--- config.mk ---
export PLATFORM = sky130hd
export DESIGN_NAME = scsw_core
export DESIGN_NICKNAME = d
export VERILOG_FILES = /design/src/rtl/scsw_pkg.sv /design/src/rtl/scsw_core.sv
export SDC_FILE = /design/constraint.sdc
export NUM_CORES = 1
export LEC_CHECK = 0
export ABC_AREA = 0
export BUFFER_PORTS_ARGS = -buffer_cell sky130_fd_sc_hd__buf_2
export CAP_MARGIN = 20
export CORE_MARGIN = 4
export CORE_UTILIZATION = 51
export DETAILED_ROUTE_END_ITERATION = 16
export GPL_TIMING_DRIVEN = 1
export PLACE_DENSITY = 0.81
export SLEW_MARGIN = 20
export SYNTH_ARGS = -nofsm -noshare
export SYNTH_HDL_FRONTEND = slang
export SYNTH_SLANG_ARGS = --single-unit
--- constraint.sdc ---
create_clock -name clk -period 3.45 [get_ports clk]
set_clock_uncertainty 0.2 [all_clocks]
set_input_delay 0.1725 -clock clk [delete_from_list [all_inputs] [get_ports clk]]
set_output_delay 0.1725 -clock clk [all_outputs]
set_load 0.005 [all_outputs]
--- src/rtl/scsw_pkg.sv ---
// shared constants and types for the servo control switch word block
package scsw_pkg;

    // ------------------------------------------------------------------
    // register map
    // ------------------------------------------------------------------
    localparam int          ADDR_W          = 8;
    localparam int          DATA_W          = 16;
    localparam logic [7:0]  OFS_CTRL_WORD   = 8'h45;
    localparam logic [7:0]  OFS_SERVO_CMD   = 8'h1E;
    localparam logic [7:0]  OFS_STATUS      = 8'h46;
    localparam logic [15:0] RST_CTRL_WORD   = 16'h0001;
    localparam logic [15:0] RST_SERVO_CMD   = 16'h0000;

    // ------------------------------------------------------------------
    // field positions
    // ------------------------------------------------------------------
    localparam int CW_DEV_CLR     = 0;
    localparam int CW_AUTO_PERM   = 1;
    localparam int CW_KEEP_CMD    = 2;
    localparam int CW_FILT_SEL    = 3;
    localparam int CW_ADC_AUTO_N  = 4;
    localparam int CW_KEEP_RAMP   = 5;
    localparam int CW_IDX_STYLE   = 6;
    localparam int CW_IDX_ROUTE   = 7;
    localparam int SC_OP_PERMIT   = 1;
    localparam int SC_RAMP_EN     = 7;

    localparam int POS_W          = 32;

    // ------------------------------------------------------------------
    // types
    // ------------------------------------------------------------------
    typedef enum logic [1:0] {
        SCSW_MODE_POS,
        SCSW_MODE_SPEED,
        SCSW_MODE_CURR
    } scsw_mode_t;

    typedef struct packed {
        logic quadFirst;
        logic quadSecond;
        logic rawIndex;
    } scsw_enc_t;

    typedef struct packed {
        logic [ADDR_W-1:0] addr;
        logic [DATA_W-1:0] wdata;
        logic              wr;
        logic              rd;
    } scsw_bus_t;

endpackage : scsw_pkg

--- src/rtl/scsw_core.sv ---
// control switch word register and the servo behaviour it selects
// ----------------------------------------------------------------------
// How it works
// - bit 0 set clears position deviation when the servo turns off.
// - bit 1 set clears operation permission when a profile move ends.
// - bit 2 clear resets command on mode change: zero, or position.
// - bit 2 set keeps the command value across a mode change.
// - bit 2 governs second-to-first mode switches during or after servo-on.
// - position control runs only during profile operation.
// - bit 3 picks speed filter 2, only with a 17-bit sensor.
// - bit 4 clear allows automatic high-resolution analog switching.
// - bit 5 clear follows command bit 7; set applies the ramp.
// - power-off clears command bit 7; bit 5 keeps ramp behaviour.
// - bit 6 clear: index high while both quadrature outputs low.
// - bit 6 set: index high together with first quadrature high.
// - bit 7 routes index to output five, ignoring its own value.
// ----------------------------------------------------------------------
//
// Decided for this implementation: the address-and-strobe port.
`timescale 1ns/10ps
`default_nettype none

module scsw_core
(
    input  wire logic                          clk,          // 50 MHz
    input  wire logic                          resetn,       // async, low
    input  wire scsw_pkg::scsw_bus_t           bus,          // host strobes
    output logic [scsw_pkg::DATA_W-1:0]        rdata,        // read data
    input  wire logic                          servoOn,      // servo enabled
    input  wire logic                          powerOff,     // power loss
    input  wire logic                          profileActive,// profile run
    input  wire logic                          profileDone,  // move end pulse
    input  wire scsw_pkg::scsw_mode_t          modeReq,      // wanted mode
    input  wire logic [scsw_pkg::POS_W-1:0]    presentPos,   // position
    input  wire logic [scsw_pkg::POS_W-1:0]    devDelta,     // error step
    input  wire logic                          cmdLoad,      // new command
    input  wire logic [scsw_pkg::POS_W-1:0]    cmdIn,        // command data
    input  wire logic                          sensor17,     // 17-bit sensor
    input  wire logic                          analogLow,    // low voltage
    input  wire scsw_pkg::scsw_enc_t           enc,          // encoder lines
    input  wire logic                          outFiveValue, // output 5 param
    output logic [scsw_pkg::POS_W-1:0]         posDeviation, // deviation
    output logic [scsw_pkg::POS_W-1:0]         cmdValue,     // command value
    output scsw_pkg::scsw_mode_t               activeMode,   // applied mode
    output logic                               posLoopEn,    // position loop
    output logic                               speedFilt2,   // filter 2 sel
    output logic                               analogHiRes,  // hi-res path
    output logic                               rampEn,       // speed ramp
    output logic                               quadrature_out_first, // ch A
    output logic                               quadrature_out_second, // ch B
    output logic                               indexOut,     // index pulse
    output logic                               general_output_five // out 5
);
    import scsw_pkg::*;

    // ------------------------------------------------------------------
    // registers
    // ------------------------------------------------------------------
    logic [DATA_W-1:0] ctrlWord_q;
    logic [DATA_W-1:0] servoCmd_q;
    logic [DATA_W-1:0] servoCmd_d;
    logic [DATA_W-1:0] rdata_q;
    logic [DATA_W-1:0] rdata_d;
    logic              servoOn_q;
    logic              idxStyle_q;
    logic [POS_W-1:0]  posDev_q;
    logic [POS_W-1:0]  posDev_d;
    logic [POS_W-1:0]  cmd_q;
    logic [POS_W-1:0]  cmd_d;
    scsw_mode_t        mode_q;
    scsw_mode_t        modeEff;
    logic              quadA_q;
    logic              quadB_q;
    logic              index_q;
    logic              index_d;
    logic              outFive_q;

    // ------------------------------------------------------------------
    // decode
    // ------------------------------------------------------------------
    wire wrCtrl     = bus.wr && (bus.addr == OFS_CTRL_WORD);
    wire wrServoCmd = bus.wr && (bus.addr == OFS_SERVO_CMD);
    wire rdCtrl     = bus.rd && (bus.addr == OFS_CTRL_WORD);
    wire rdServoCmd = bus.rd && (bus.addr == OFS_SERVO_CMD);
    wire rdStatus   = bus.rd && (bus.addr == OFS_STATUS);
    wire servoOffEdge = servoOn_q && !servoOn;
    wire devClrSel    = ctrlWord_q[CW_DEV_CLR];
    wire autoPermSel  = ctrlWord_q[CW_AUTO_PERM];
    wire keepCmdSel   = ctrlWord_q[CW_KEEP_CMD];
    wire keepRampSel  = ctrlWord_q[CW_KEEP_RAMP];
    wire idxRouteSel  = ctrlWord_q[CW_IDX_ROUTE];

    wire [DATA_W-1:0] statusWord = {
        8'h00,
        servoOn_q,
        posLoopEn,
        mode_q,
        speedFilt2,
        analogHiRes,
        rampEn,
        idxStyle_q
    };

    // ------------------------------------------------------------------
    // host register access
    // ------------------------------------------------------------------
    always_ff @(posedge clk or negedge resetn)
    begin
        if (!resetn)
            ctrlWord_q <= RST_CTRL_WORD;
        else if (wrCtrl)
            ctrlWord_q <= bus.wdata;
    end

    // unmapped reads answer zero; data stand for one cycle only
    assign rdata_d = rdCtrl     ? ctrlWord_q :
                     rdServoCmd ? servoCmd_q :
                     rdStatus   ? statusWord : 16'h0000;

    always_ff @(posedge clk or negedge resetn)
    begin
        if (!resetn)
            rdata_q <= 16'h0000;
        else
            rdata_q <= rdata_d;
    end

    assign rdata = rdata_q;

    // ------------------------------------------------------------------
    // servo command word: permission and ramp bits
    // ------------------------------------------------------------------
    // a host write in the same cycle as a move end wins, so a fresh
    // permission given at that moment is not lost
    always_comb
    begin
        servoCmd_d = servoCmd_q;
        if (profileDone && autoPermSel)
            servoCmd_d[SC_OP_PERMIT] = 1'b0;
        if (powerOff)
            servoCmd_d[SC_RAMP_EN] = 1'b0;
        if (wrServoCmd)
            servoCmd_d = bus.wdata;
    end

    always_ff @(posedge clk or negedge resetn)
    begin
        if (!resetn)
            servoCmd_q <= RST_SERVO_CMD;
        else
            servoCmd_q <= servoCmd_d;
    end

    // ------------------------------------------------------------------
    // position deviation
    // ------------------------------------------------------------------
    assign posDev_d = (servoOffEdge && devClrSel) ? '0 :
                      servoOn ? posDev_q + devDelta : posDev_q;

    always_ff @(posedge clk or negedge resetn)
    begin
        if (!resetn)
        begin
            posDev_q  <= '0;
            servoOn_q <= 1'b0;
        end
        else
        begin
            posDev_q  <= posDev_d;
            servoOn_q <= servoOn;
        end
    end

    assign posDeviation = posDev_q;

    // ------------------------------------------------------------------
    // control mode and command value
    // ------------------------------------------------------------------
    // a position request outside a profile run is served in speed mode
    assign modeEff = (modeReq == SCSW_MODE_POS && !profileActive) ?
                     SCSW_MODE_SPEED : modeReq;
    wire modeChange = (modeEff != mode_q);

    // every mode change, including second back to first, obeys bit 2
    always_comb
    begin
        cmd_d = cmd_q;
        if (modeChange && !keepCmdSel)
            cmd_d = (modeEff == SCSW_MODE_POS) ? presentPos : '0;
        else if (cmdLoad)
            cmd_d = cmdIn;
    end

    always_ff @(posedge clk or negedge resetn)
    begin
        if (!resetn)
        begin
            mode_q <= SCSW_MODE_SPEED;
            cmd_q  <= '0;
        end
        else
        begin
            mode_q <= modeEff;
            cmd_q  <= cmd_d;
        end
    end

    assign cmdValue   = cmd_q;
    assign activeMode = mode_q;
    assign posLoopEn  = servoOn_q && (mode_q == SCSW_MODE_POS);

    // ------------------------------------------------------------------
    // filter, analog range and ramp selection
    // ------------------------------------------------------------------
    assign speedFilt2  = ctrlWord_q[CW_FILT_SEL] && sensor17;
    assign analogHiRes = !ctrlWord_q[CW_ADC_AUTO_N] && analogLow;
    assign rampEn      = (mode_q == SCSW_MODE_SPEED) &&
                         (keepRampSel || servoCmd_q[SC_RAMP_EN]);

    // ------------------------------------------------------------------
    // index pulse shaping and output five
    // ------------------------------------------------------------------
    // the style is sampled only while the servo is off, so a late host
    // change cannot glitch the index during motor control
    always_ff @(posedge clk or negedge resetn)
    begin
        if (!resetn)
            idxStyle_q <= 1'b0;
        else if (!servoOn)
            idxStyle_q <= ctrlWord_q[CW_IDX_STYLE];
    end

    assign index_d = idxStyle_q ?
                     (enc.rawIndex && enc.quadFirst) :
                     (enc.rawIndex && !enc.quadFirst && !enc.quadSecond);

    always_ff @(posedge clk or negedge resetn)
    begin
        if (!resetn)
        begin
            quadA_q   <= 1'b0;
            quadB_q   <= 1'b0;
            index_q   <= 1'b0;
            outFive_q <= 1'b0;
        end
        else
        begin
            quadA_q   <= enc.quadFirst;
            quadB_q   <= enc.quadSecond;
            index_q   <= index_d;
            outFive_q <= idxRouteSel ? index_d : outFiveValue;
        end
    end

    assign quadrature_out_first  = quadA_q;
    assign quadrature_out_second = quadB_q;
    assign indexOut              = index_q;
    assign general_output_five   = outFive_q;
endmodule : scsw_core

`default_nettype wire

==> results of run 1 <==
-- Yosys cell counts, types with 3 or more instances --
cell	count	area share
nor3_1	6	0.0045
o21a_1	6	0.0068
o31ai_1	4	0.0045
mux2i_1	32	0.048
or3_1	6	0.0057
a222oi_1	6	0.0091
nand4_1	13	0.012
and3_1	8	0.0076
o21ai_0	49	0.037
ha_1	31	0.059
mux2_2	27	0.046
mux2_1	5	0.0085
a21oi_1	36	0.027
a31oi_1	5	0.0047
o211ai_1	8	0.0091
o221ai_1	3	0.0040
a22o_1	11	0.015
o21bai_1	4	0.0045
a21o_1	15	0.017
o21ai_1	23	0.017
a211oi_1	4	0.0045
inv_1	20	0.011
nand2b_1	5	0.0047
dfrtp_1	118	0.45
buf_2	3	0.0023
clkbuf_1	36	0.020
nor2b_1	6	0.0057
nor2_1	16	0.0091
xnor2_1	17	0.023
nand3_1	42	0.032
xor2_1	7	0.0093
a32o_1	4	0.0061
nor3b_1	3	0.0034
nand2_1	46	0.026
-- layer usage --
layer / global-route usage / wire (um) / vias up
li1: - / - / 3066
met4: 0.182 / 1310 / 2
met5: 0 / 12 / -
met2: 0.519 / 11100 / 384
met1: 0.362 / 8670 / 3182
met3: 0.0947 / 2140 / 110
-- stage by stage --
stage | util | hold slack, ns | std cells | instance area (um^2) | total power [mW]
5_1_grt | 0.744 | 0.0414 | 1154 | 9430 | 6.61
4_1_cts | 0.743 | 0.00546 | 1150 | 9420 | 6.14
6_report | 0.744 | 0.0193 | 1155 | 9430 | 6.20
3_3_place_gp | 0.622 | 0.0981 | 1022 | 7890 | 4.28
2_1_floorplan | - | -0.323 | 657 | 6610 | 3.54
3_5_place_dp | 0.622 | 0.104 | 1022 | 7890 | 4.31
-- layout make-up --
type,instances,area [um^2]
repair buffers,328,2150
diodes,5,12.5
multi-input cells,478,3400
clock buffers,19,453
flip-flops and latches,120,3010
inverters,20,75.1
fillers,840,3240
well taps,172,215
clock inverters,13,120
-- how the worst max path moves through the flow --
| stage | to | depth (start not counted) | slack (ns) | from |
|---|---|---|---|---|
| after floorplan | posDeviation[28] | 10 | 0.84 | posDeviation[0] |
| after global placement | posDeviation[28] | 10 | 0.69 | posDeviation[0] |
| after detailed placement | posDeviation[28] | 10 | 0.57 | posDeviation[0] |
| after CTS | posDeviation[28] | 10 | 0.55 | posDeviation[0] |
| after global routing | posDeviation[28] | 10 | 0.27 | posDeviation[0] |
| final | posDeviation[28] | 10 | 0.54 | posDeviation[0] |
-- state kept, by name, indices dropped and copies added, names as in the netlist --
name	flops
activeMode	2
cmdValue	32
ctrlWord_q	16
general_output_five	1
idxStyle_q	1
indexOut	1
posDeviation	32
quadrature_out_first	1
quadrature_out_second	1
rdata	16
servoCmd_q	16
servoOn_q	1
-- power by group --
| group | total (mW) | switching, mW | internal [mW] |
|---|---|---|---|
| combinational | 2.63 | 1.46 | 1.17 |
| sequential | 1.84 | 0.188 | 1.66 |
| clock | 1.72 | 0.690 | 1.03 |
-- tightest hold or removal path, stage by stage --
cell and delay, ns:
buf_2 0.12, inv_1 0.07, fa_1 0.16, o21ai_0 0.07
-- logic make-up after synthesis --
logic type                 count (synthesis)
and+or+nand+nor                          166
buffers and inverters                     59
xor gates and xnor gates                  24
DFF                                      120
muxes                                     64
AOI/OAI and AO/OA                        192
adders and majority gates                 32
-- what timing repair did --
item                      4_1_cts  5_1_grt
hold endpoints to repair      144        0
buffers inserted                0        0
hold buffers                   96        0
gates resized for setup         0        0
==> metrics, run 1 <==
# DRC 0; first-pass GRT wire length 36,100 um; post-route setup slack 0.535 ns; RSZ-0062 raised after global routing no; Root Buffer clkbuf_16; post-synthesis net count 826; static leakage 4.83 nW; final hold violation count 0; min-delay src devDelta[1]; Worst Path Buf+Inv 1; GRT Resource Usage Total 0.314; Min-Delay Endpoint posDeviation[1]; H-tree depth 4; type of element capturing the critical path register; CP most frequent cell a211oi_1; Cells after Synth around 660; Worst Tran Pin Value 0.981 ns; io pins roughly 230; Longest Clk Path Bufs 2; adder and majority cell fraction of the synthesized area 0.0617; total wire length 23,200 um; Sink Count 120; largest family of logic cells by synthesized area compound AO/OA/AOI/OAI gates; row count 41; Most used DFF post-synth dfrtp_1; fin crit share 0.845; post-synthesis mux area share 0.103; ys async rst share 1.00; clock latency on the worst-skew pair 0.42 ns; Setup Viol. Count Final 0; slowest stage delay, CP 0.38 ns; FMAX 343 MHz; relative slew slack 0.346; post-synthesis compound-gate area fraction 0.186; post-synthesis xor/xnor area fraction 0.0318; Starting Density 0.522; type of the worst setup path reg -> reg; Post-layout nets 1,134; Horiz. Die Dim approximately 120 um; number of DRC markers in iteration 0 between 600 and 700; Mapped Area between 6000 and 7000 um^2; Post-DRT Antenna Nets 0; Unique masters post-synth 58; TritonRoute pass-1 iters 5; Max VDD drop 0.000422 V; Post-Synth Simple-Gate Area 0.129; Via density 5.84; hpwl dp 14,100 um; Synth Area per Inst 10.1 um^2; FF-to-FF End posDeviation[28]; worst path cell trace ha_1, inv_1, fa_1, nand2b_1, a21o_1, a211oi_1, o21ai_1, a211oi_1, o21ai_0, a32o_1; CTS buffer count 17; CP startpoint kind register; Die Y 122 um; routed len/inst 20.1 um; via count 6,744; worst hold path stage count 4; total power density per cell area approximately 660 nW/um^2; Crit path arrival time 3.02 ns; worst r2r src posDeviation[0]; fin crit period 2.91 ns; RePlAce Congestion 0.898; synthesized flop and latch total 120; R2R depth 10; CTS clk-pin slew, worst paths about 0.060 ns; number of synthesized flops with an enable pin 0; GR Overflow Total 0; Yosys warnings 0; die area between 10,000 and 15,000 um^2; Worst Path Max Fanout 4; Fin Setup TNS 0 ns; number of global-route vias before repair around 7k; required time worst endpoint 3.56 ns; post-placement setup slack 0.565 ns; Pins Over Slew Limit 0; most frequent cells in the layout 225 x buf_2, 118 x dfrtp_1, 96 x dlygate4sd3_1; flop2flop setup slack 0.54 ns; Max Cap Viol 0; register area share after synthesis 0.454; Area growth syn-to-layout 42.6%; CORE AREA 12,700 um^2; pin count of the biggest net entering global routing 74; CP top delay family compound AO/OA/AOI/OAI gates; PortBufs 226; outcome finished, final reports clean; Min-Delay Path Class in -> reg; TritonCTS clock tree built; most common cell after layout, fill and taps aside buf_2; Slowest-stage cell, CP dfrtp_1; share of layout cells above drive strength 1 0.305; initial antenna violation count 5
Power figures use the tool's default switching activity.
==> inputs of run 2 (changes only) <==
- ABC_AREA: 0 -> 1
- CORE_UTILIZATION: 51 -> 53
- clock period: 3.45 -> 2.93 ns (I/O delays scaled with it)
==> run 2 against run 1 <==
  * Via count grew 26%
  * Combinational power grew 38%
  * First-iteration DRC count grew 4.5%
  * Largest power group unchanged
  * Critical path depth grew 2
  * Power grew 30%
  * Clock power grew 28%
  * Sequential share of layout area shrank 4.0 points
  * Area after synthesis grew 19%
  * Final area grew 14%
  * Hold slack lost 0.0091 ns
==> metrics, run 2 <==
type of element capturing the critical path register; wire length on met1 10,200 um; Crit path arrival time 2.95 ns; Mapped Area 7870 um^2; Core Util, Final 0.742; clock latency on the worst-skew pair around 0.43 ns; Root Buffer clkbuf_16; post-placement setup slack approximately 0.67 ns; Finished Layout Cells between 1.5k and 2k; post-synthesis net count 1,254; Synth top area share 0.375; met2 WL 13,000 um; Fin Setup TNS 0 ns; Setup Buffers After CTS 0; placed cell count 1,474; Synth Area per Inst ~7.3 um^2; Yosys warnings 0; most frequent cells in the layout 374 x nand2_1, 225 x buf_2, 189 x inv_1; Min-Delay Path Class in -> reg; Unique masters post-synth 41; RePlAce Congestion 0.979; Psw 3.38 mW; Worst Path Max Fanout 16; Net Sw Frac 0.419; Die Y 130 um; Max Used Layer met4; GR Overflow Total 0; PortBufs 226; most common cell in the netlist nand2_1; pin count of the biggest net entering global routing 64; via count between 8k and 9k; most common cell after layout, fill and taps aside nand2_1; first-pass GRT wire length 40,600 um; fin crit period 2.85 ns; Post-DRT Antenna Nets 0; Cells after Synth 1,085; static leakage 6.00 nW; initial antenna violation count 0; total wire length roughly 26,000 um; CP startpoint kind input port; Setup Viol. Count Final 0; total power density per cell area 748 nW/um^2; required time worst endpoint approximately 3 ns; Starting Density 0.541; # DRC 0; relative slew slack 0.517; Sequential Power Share 0.279; number of global-route vias before repair 8,230; TritonCTS clock tree built; Area growth syn-to-layout 37.0%; share of layout cells above drive strength 1 0.260; CTS clk-pin slew, worst paths 0.06 ns; Comb power frac 0.449; CORE AREA 14,500 um^2; number of synthesized flops with an enable pin 0; Internal 4.69 mW; io pins 227; GRT Resource Usage Total 0.308; ant diodes 0; Max VDD drop 0.000451 V; Sink Count 120; outcome finished, final reports clean; row count 44; synthesized flop and latch total between 100 and 150; FMAX 351 MHz; final hold violation count 0; area leader, netlist dfrtp_1; Longest Clk Path Bufs 2; metal3 WL 1720 um; Horiz. Die Dim between 100 and 150 um; Register Area 3010 um^2; Max Cap Viol 0; ys async rst share 1.00; Synth area leaders dfrtp_1 38%, nand2_1 18%, o21ai_2 10%, inv_1 9.0%, ha_1 4.9%; TritonRoute pass-1 iters 7; fin crit share 0.971; routed len/inst 16.2 um; Via density 5.27; R2R depth 9; H-tree depth 4; CTS buffer count 17; Post-layout nets between 1.5k and 2k; Clk pwr share 0.272; type of the worst setup path in -> reg; register area share after synthesis 0.382; commonest cells in the netlist 374 x nand2_1, 189 x inv_1, 118 x dfrtp_1; number of DRC markers in iteration 0 719; Pins Over Slew Limit 0; die area around 17,000 um^2; footprint of the multi-input gates 3880 um^2; hpwl dp roughly 16,000 um; FILL cells 1,050; worst hold path stage count 4; Most used DFF post-synth dfrtp_1; post-route setup slack 0.0842 ns; Worst Tran Pin Value 0.722 ns
-- run 2: changes by cell type in the layout (fill, tap and decap cells not counted), sizes merged, moves of 7 or more --
cell         delta
nand3          +12
nand4          -10
xnor2          -16
a21o           -14
a22o           -10
mux2i          -32
dlygate4sd3    +13
and3            -8
mux2           -31
nor2           +44
inv           +179
nand2         +328
o21ai          +82
o211ai          -7
-- run 2: cells by family after synthesis --
family	after synthesis	synth area share
fa+ha+maj	32	0.0518
simple gates	504	0.257
compound gates	203	0.180
buf+inv	223	0.125
mux	1	0.00143
flops	120	0.382
xor+xnor	2	0.00223
-- run 2: worst max-delay path, stage by stage --
cell	delay [ns]
dlygate4sd3_1	0.53
buf_2	0.16
o21ai_2	0.18
nand2_1	0.08
nand3_1	0.08
nand2_1	0.08
inv_4	0.25
o21ai_2	0.11
o21ai_2	0.08
dlygate4sd3_1	0.58
o21ai_2	0.06
dlygate4sd3_1	0.59
-- run 2: area by class of cell --
| type | instances | area share |
|---|---|---|
| clock inverters | 15 | 0.0166 |
| well taps | 184 | 0.0213 |
| repair buffers | 345 | 0.217 |
| inverters | 192 | 0.0671 |
| clock buffers | 17 | 0.0394 |
| flip-flops and latches | 120 | 0.279 |
| multi-input cells | 742 | 0.360 |
-- run 2: through the flow --
| step | power (mW) | hold slack [ns] | instance area, um^2 |
|---|---|---|---|
| 2_1_floorplan | 4.55 | -0.349 | 7870 |
| 3_3_place_gp | 5.54 | -0.169 | 9080 |
| 3_5_place_dp | 5.60 | -0.164 | 9080 |
| 4_1_cts | 7.97 | 0.00208 | 10800 |
| 5_1_grt | 8.65 | 0.0402 | 10800 |
| 6_report | 8.07 | 0.0102 | 10800 |
-- run 2: what timing repair did --
action,in CTS,in global routing
hold buffers,109,0
endpoints found under the hold margin,200,0
gates resized for setup,0,3
endpoints found under the setup margin,0,6
-- run 2: worst paths after layout --
check	slack [ns]	startpoint	end
setup / recovery	0.08	modeReq[1]	cmdValue[30]
hold / removal	0.01	devDelta[7]	posDeviation[7]
setup reg to reg	0.11	activeMode[0]	cmdValue[30]
hold reg to reg	0.28	cmdValue[18]	cmdValue[18]
max in group asynchronous	1.34	resetn	idxStyle_q
min in group asynchronous	0.05	resetn	ctrlWord_q[0]
-- run 2: power by group through the flow --
stage	Combinational, mW	Clock, mW	Sequential (mW)
floorplan	2.31	0	2.24
global placement	3.30	0	2.24
detailed placement	3.34	0	2.25
CTS	3.54	2.20	2.23
global route	4.09	2.29	2.28
finish	3.63	2.20	2.25
-- run 2: per-layer routing --
metal / vias to the layer above / global-route usage
met3: 113 / 0.0655
met2: 396 / 0.530
met1: 3924 / 0.363
li1: 4076 / -
met5: - / 0
met4: 0 / 0.162
==> inputs of run 3 (changes only) <==
- REMOVE_ABC_BUFFERS: unset -> 1
==> run 3 against run 2 <==
  * Hold slack got worse by 0.0031 ns
  * Clock-buffer cell count did not move
  * Via count fell by 0.28%
  * Utilization fell by 0.12 points
  * Die area did not move
  * Critical path depth did not move
  * Highest routed layer unchanged
  * Wire length fell by 0.81%
  * Worst setup slack improved by 0.22 ns
  * Global-route usage fell by 0.059 points
  * Final area fell by 0.16%
  * Combinational power barely moved
==> metrics, run 3 (synthesized netlist as in run 2, its figures left out) <==
outcome finished, final reports clean; Starting Density 0.541; clock latency on the worst-skew pair 0.42 ns; CP top delay family buffers and inverters; fin crit period 2.63 ns; share of layout cells above drive strength 1 0.262; most common cell after layout, fill and taps aside nand2_1; Pins Over Slew Limit 0; Setup Viol. Count Final 0; Worst Tran Pin Value roughly 0.53 ns; fin crit share 0.897; relative slew slack 0.645; # DRC 0; number of global-route vias before repair 8,509; TritonCTS clock tree built; Clk pwr share 0.268; Longest Clk Path Bufs 2; Slowest-stage cell, CP dlygate4sd3_1; FF-to-FF End cmdValue[31]; number of DRC markers in iteration 0 601; Net Sw Frac 0.424; row count 44; Die Y 130 um; worst r2r src activeMode[0]; Crit path arrival time 2.74 ns; Fin Setup TNS 0 ns; Setup Buffers After CTS 0; Max VDD drop 0.000454 V; Comb power frac 0.453; most frequent cells in the layout 374 x nand2_1, 225 x buf_2, 189 x inv_1; Post-layout nets 1,587; placed cell count 1,476; Min-Delay Endpoint posDeviation[8]; Worst Path Max Fanout 64; initial antenna violation count 0; Max Cap Viol 0; Horiz. Die Dim 130 um; total power density per cell area 742 nW/um^2; type of element capturing the critical path register; R2R depth 9; slowest stage delay, CP 0.58 ns; RePlAce Congestion 0.938; first-pass GRT wire length 40,700 um; GRT Resource Usage Total 0.308; Finished Layout Cells 1,615; hpwl dp 16,300 um; min-delay src devDelta[8]; worst hold path stage count 4; CTS buffer count 17; TritonRoute pass-1 iters 6; Sink Count 120; CP most frequent cell o21ai_2; Psw 3.38 mW; GR Overflow Total 0; total wire length ~26,000 um; flop2flop setup slack 0.33 ns; Root Buffer clkbuf_16; Worst Path Buf+Inv 5; required time worst endpoint 3.04 ns; worst path cell trace dlygate4sd3_1, buf_2, o21ai_2, nand2_1, nand3_1, nand2_1, clkinv_2, buf_12, o21ai_0, o21ai_2, dlygate4sd3_1, o21ai_2; Post-DRT Antenna Nets 0; Internal 4.60 mW; final hold violation count 0; Sequential Power Share 0.279; via count 8,485; type of the worst setup path in -> reg; CP startpoint kind input port; Via density 5.25; CORE AREA 14,500 um^2; static leakage 5.99 nW; Min-Delay Path Class in -> reg; CTS clk-pin slew, worst paths 0.06 ns; ant diodes 0; io pins around 230; routed len/inst between 15 and 20 um; RSZ-0062 raised after global routing no; H-tree depth 4; die area about 17,000 um^2; PortBufs 226; pin count of the biggest net entering global routing 65; Area growth syn-to-layout 36.8%; FMAX 380 MHz
==> run 3: cell count changes in the layout (fill, tap and decap cells not counted), sizes merged <==
cell,delta
bufinv,-1
inv,-1
dlygate4sd3,-2
clkinvlp,+2
buf,+2
==> run 3: through the flow <==
stage	util	setup WS [ns]	cell area, um^2	power (mW)	hold WS (ns)
after detailed placement	0.626	0.622	9100	5.59	-0.0742
final	0.741	0.301	10800	7.99	0.00716
after CTS	0.741	0.430	10800	7.91	0.00473
after floorplan	-	0.281	7600	4.49	-0.349
after global placement	0.626	0.760	9100	5.53	-0.0767
after global routing	0.741	0.242	10800	8.54	0.0438
==> run 3: power groups by stage <==
stage          clock network, mW  logic (mW)  registers [mW]
2_1_floorplan                  0        2.25            2.24
3_3_place_gp                   0        3.30            2.22
3_5_place_dp                   0        3.35            2.24
4_1_cts                     2.14        3.55            2.22
5_1_grt                     2.22        4.05            2.27
6_report                    2.14        3.62            2.23
==> run 3: layout make-up <==
type | instances | area [um^2]
well taps | 184 | 230
repair buffers | 345 | 2330
inverters | 192 | 722
clock buffers | 17 | 425
clock inverters | 15 | 171
multi-input cells | 742 | 3880
flip-flops and latches | 120 | 3010
fillers | 1034 | 3770
==> run 3: worst min-delay path, delay by kind of cell <==
family | cells | cell delay (ns)
adders and majority gates | 1 | 0.19
AOI/OAI and AO/OA | 1 | 0.12
buffers and inverters | 1 | 0.08
and+or+nand+nor | 1 | 0.06
==> run 3: worst max path at each step <==
stage,startpoint,end,cells after the start
2_1_floorplan,activeMode[0],cmdValue[0],7
3_3_place_gp,posDeviation[0],posDeviation[28],13
3_5_place_dp,posDeviation[0],posDeviation[20],13
4_1_cts,activeMode[0],cmdValue[0],9
5_1_grt,activeMode[0],cmdValue[0],9
6_report,modeReq[1],cmdValue[31],12
==> run 3: timing repair <==
item / 4_1_cts / 5_1_grt
resized for setup: 0 / 0
hold endpoints to repair: 205 / 0
hold buffers: 107 / 0
==> run 3: per-layer routing <==
layer / vias to the layer above / wire length [um] / track usage
li1: 4073 / - / -
met1: 3918 / 9640 / 0.343
met2: 393 / 12900 / 0.537
met3: 101 / 2190 / 0.0905
met4: 0 / 1180 / 0.152
met5: - / 0 / 0
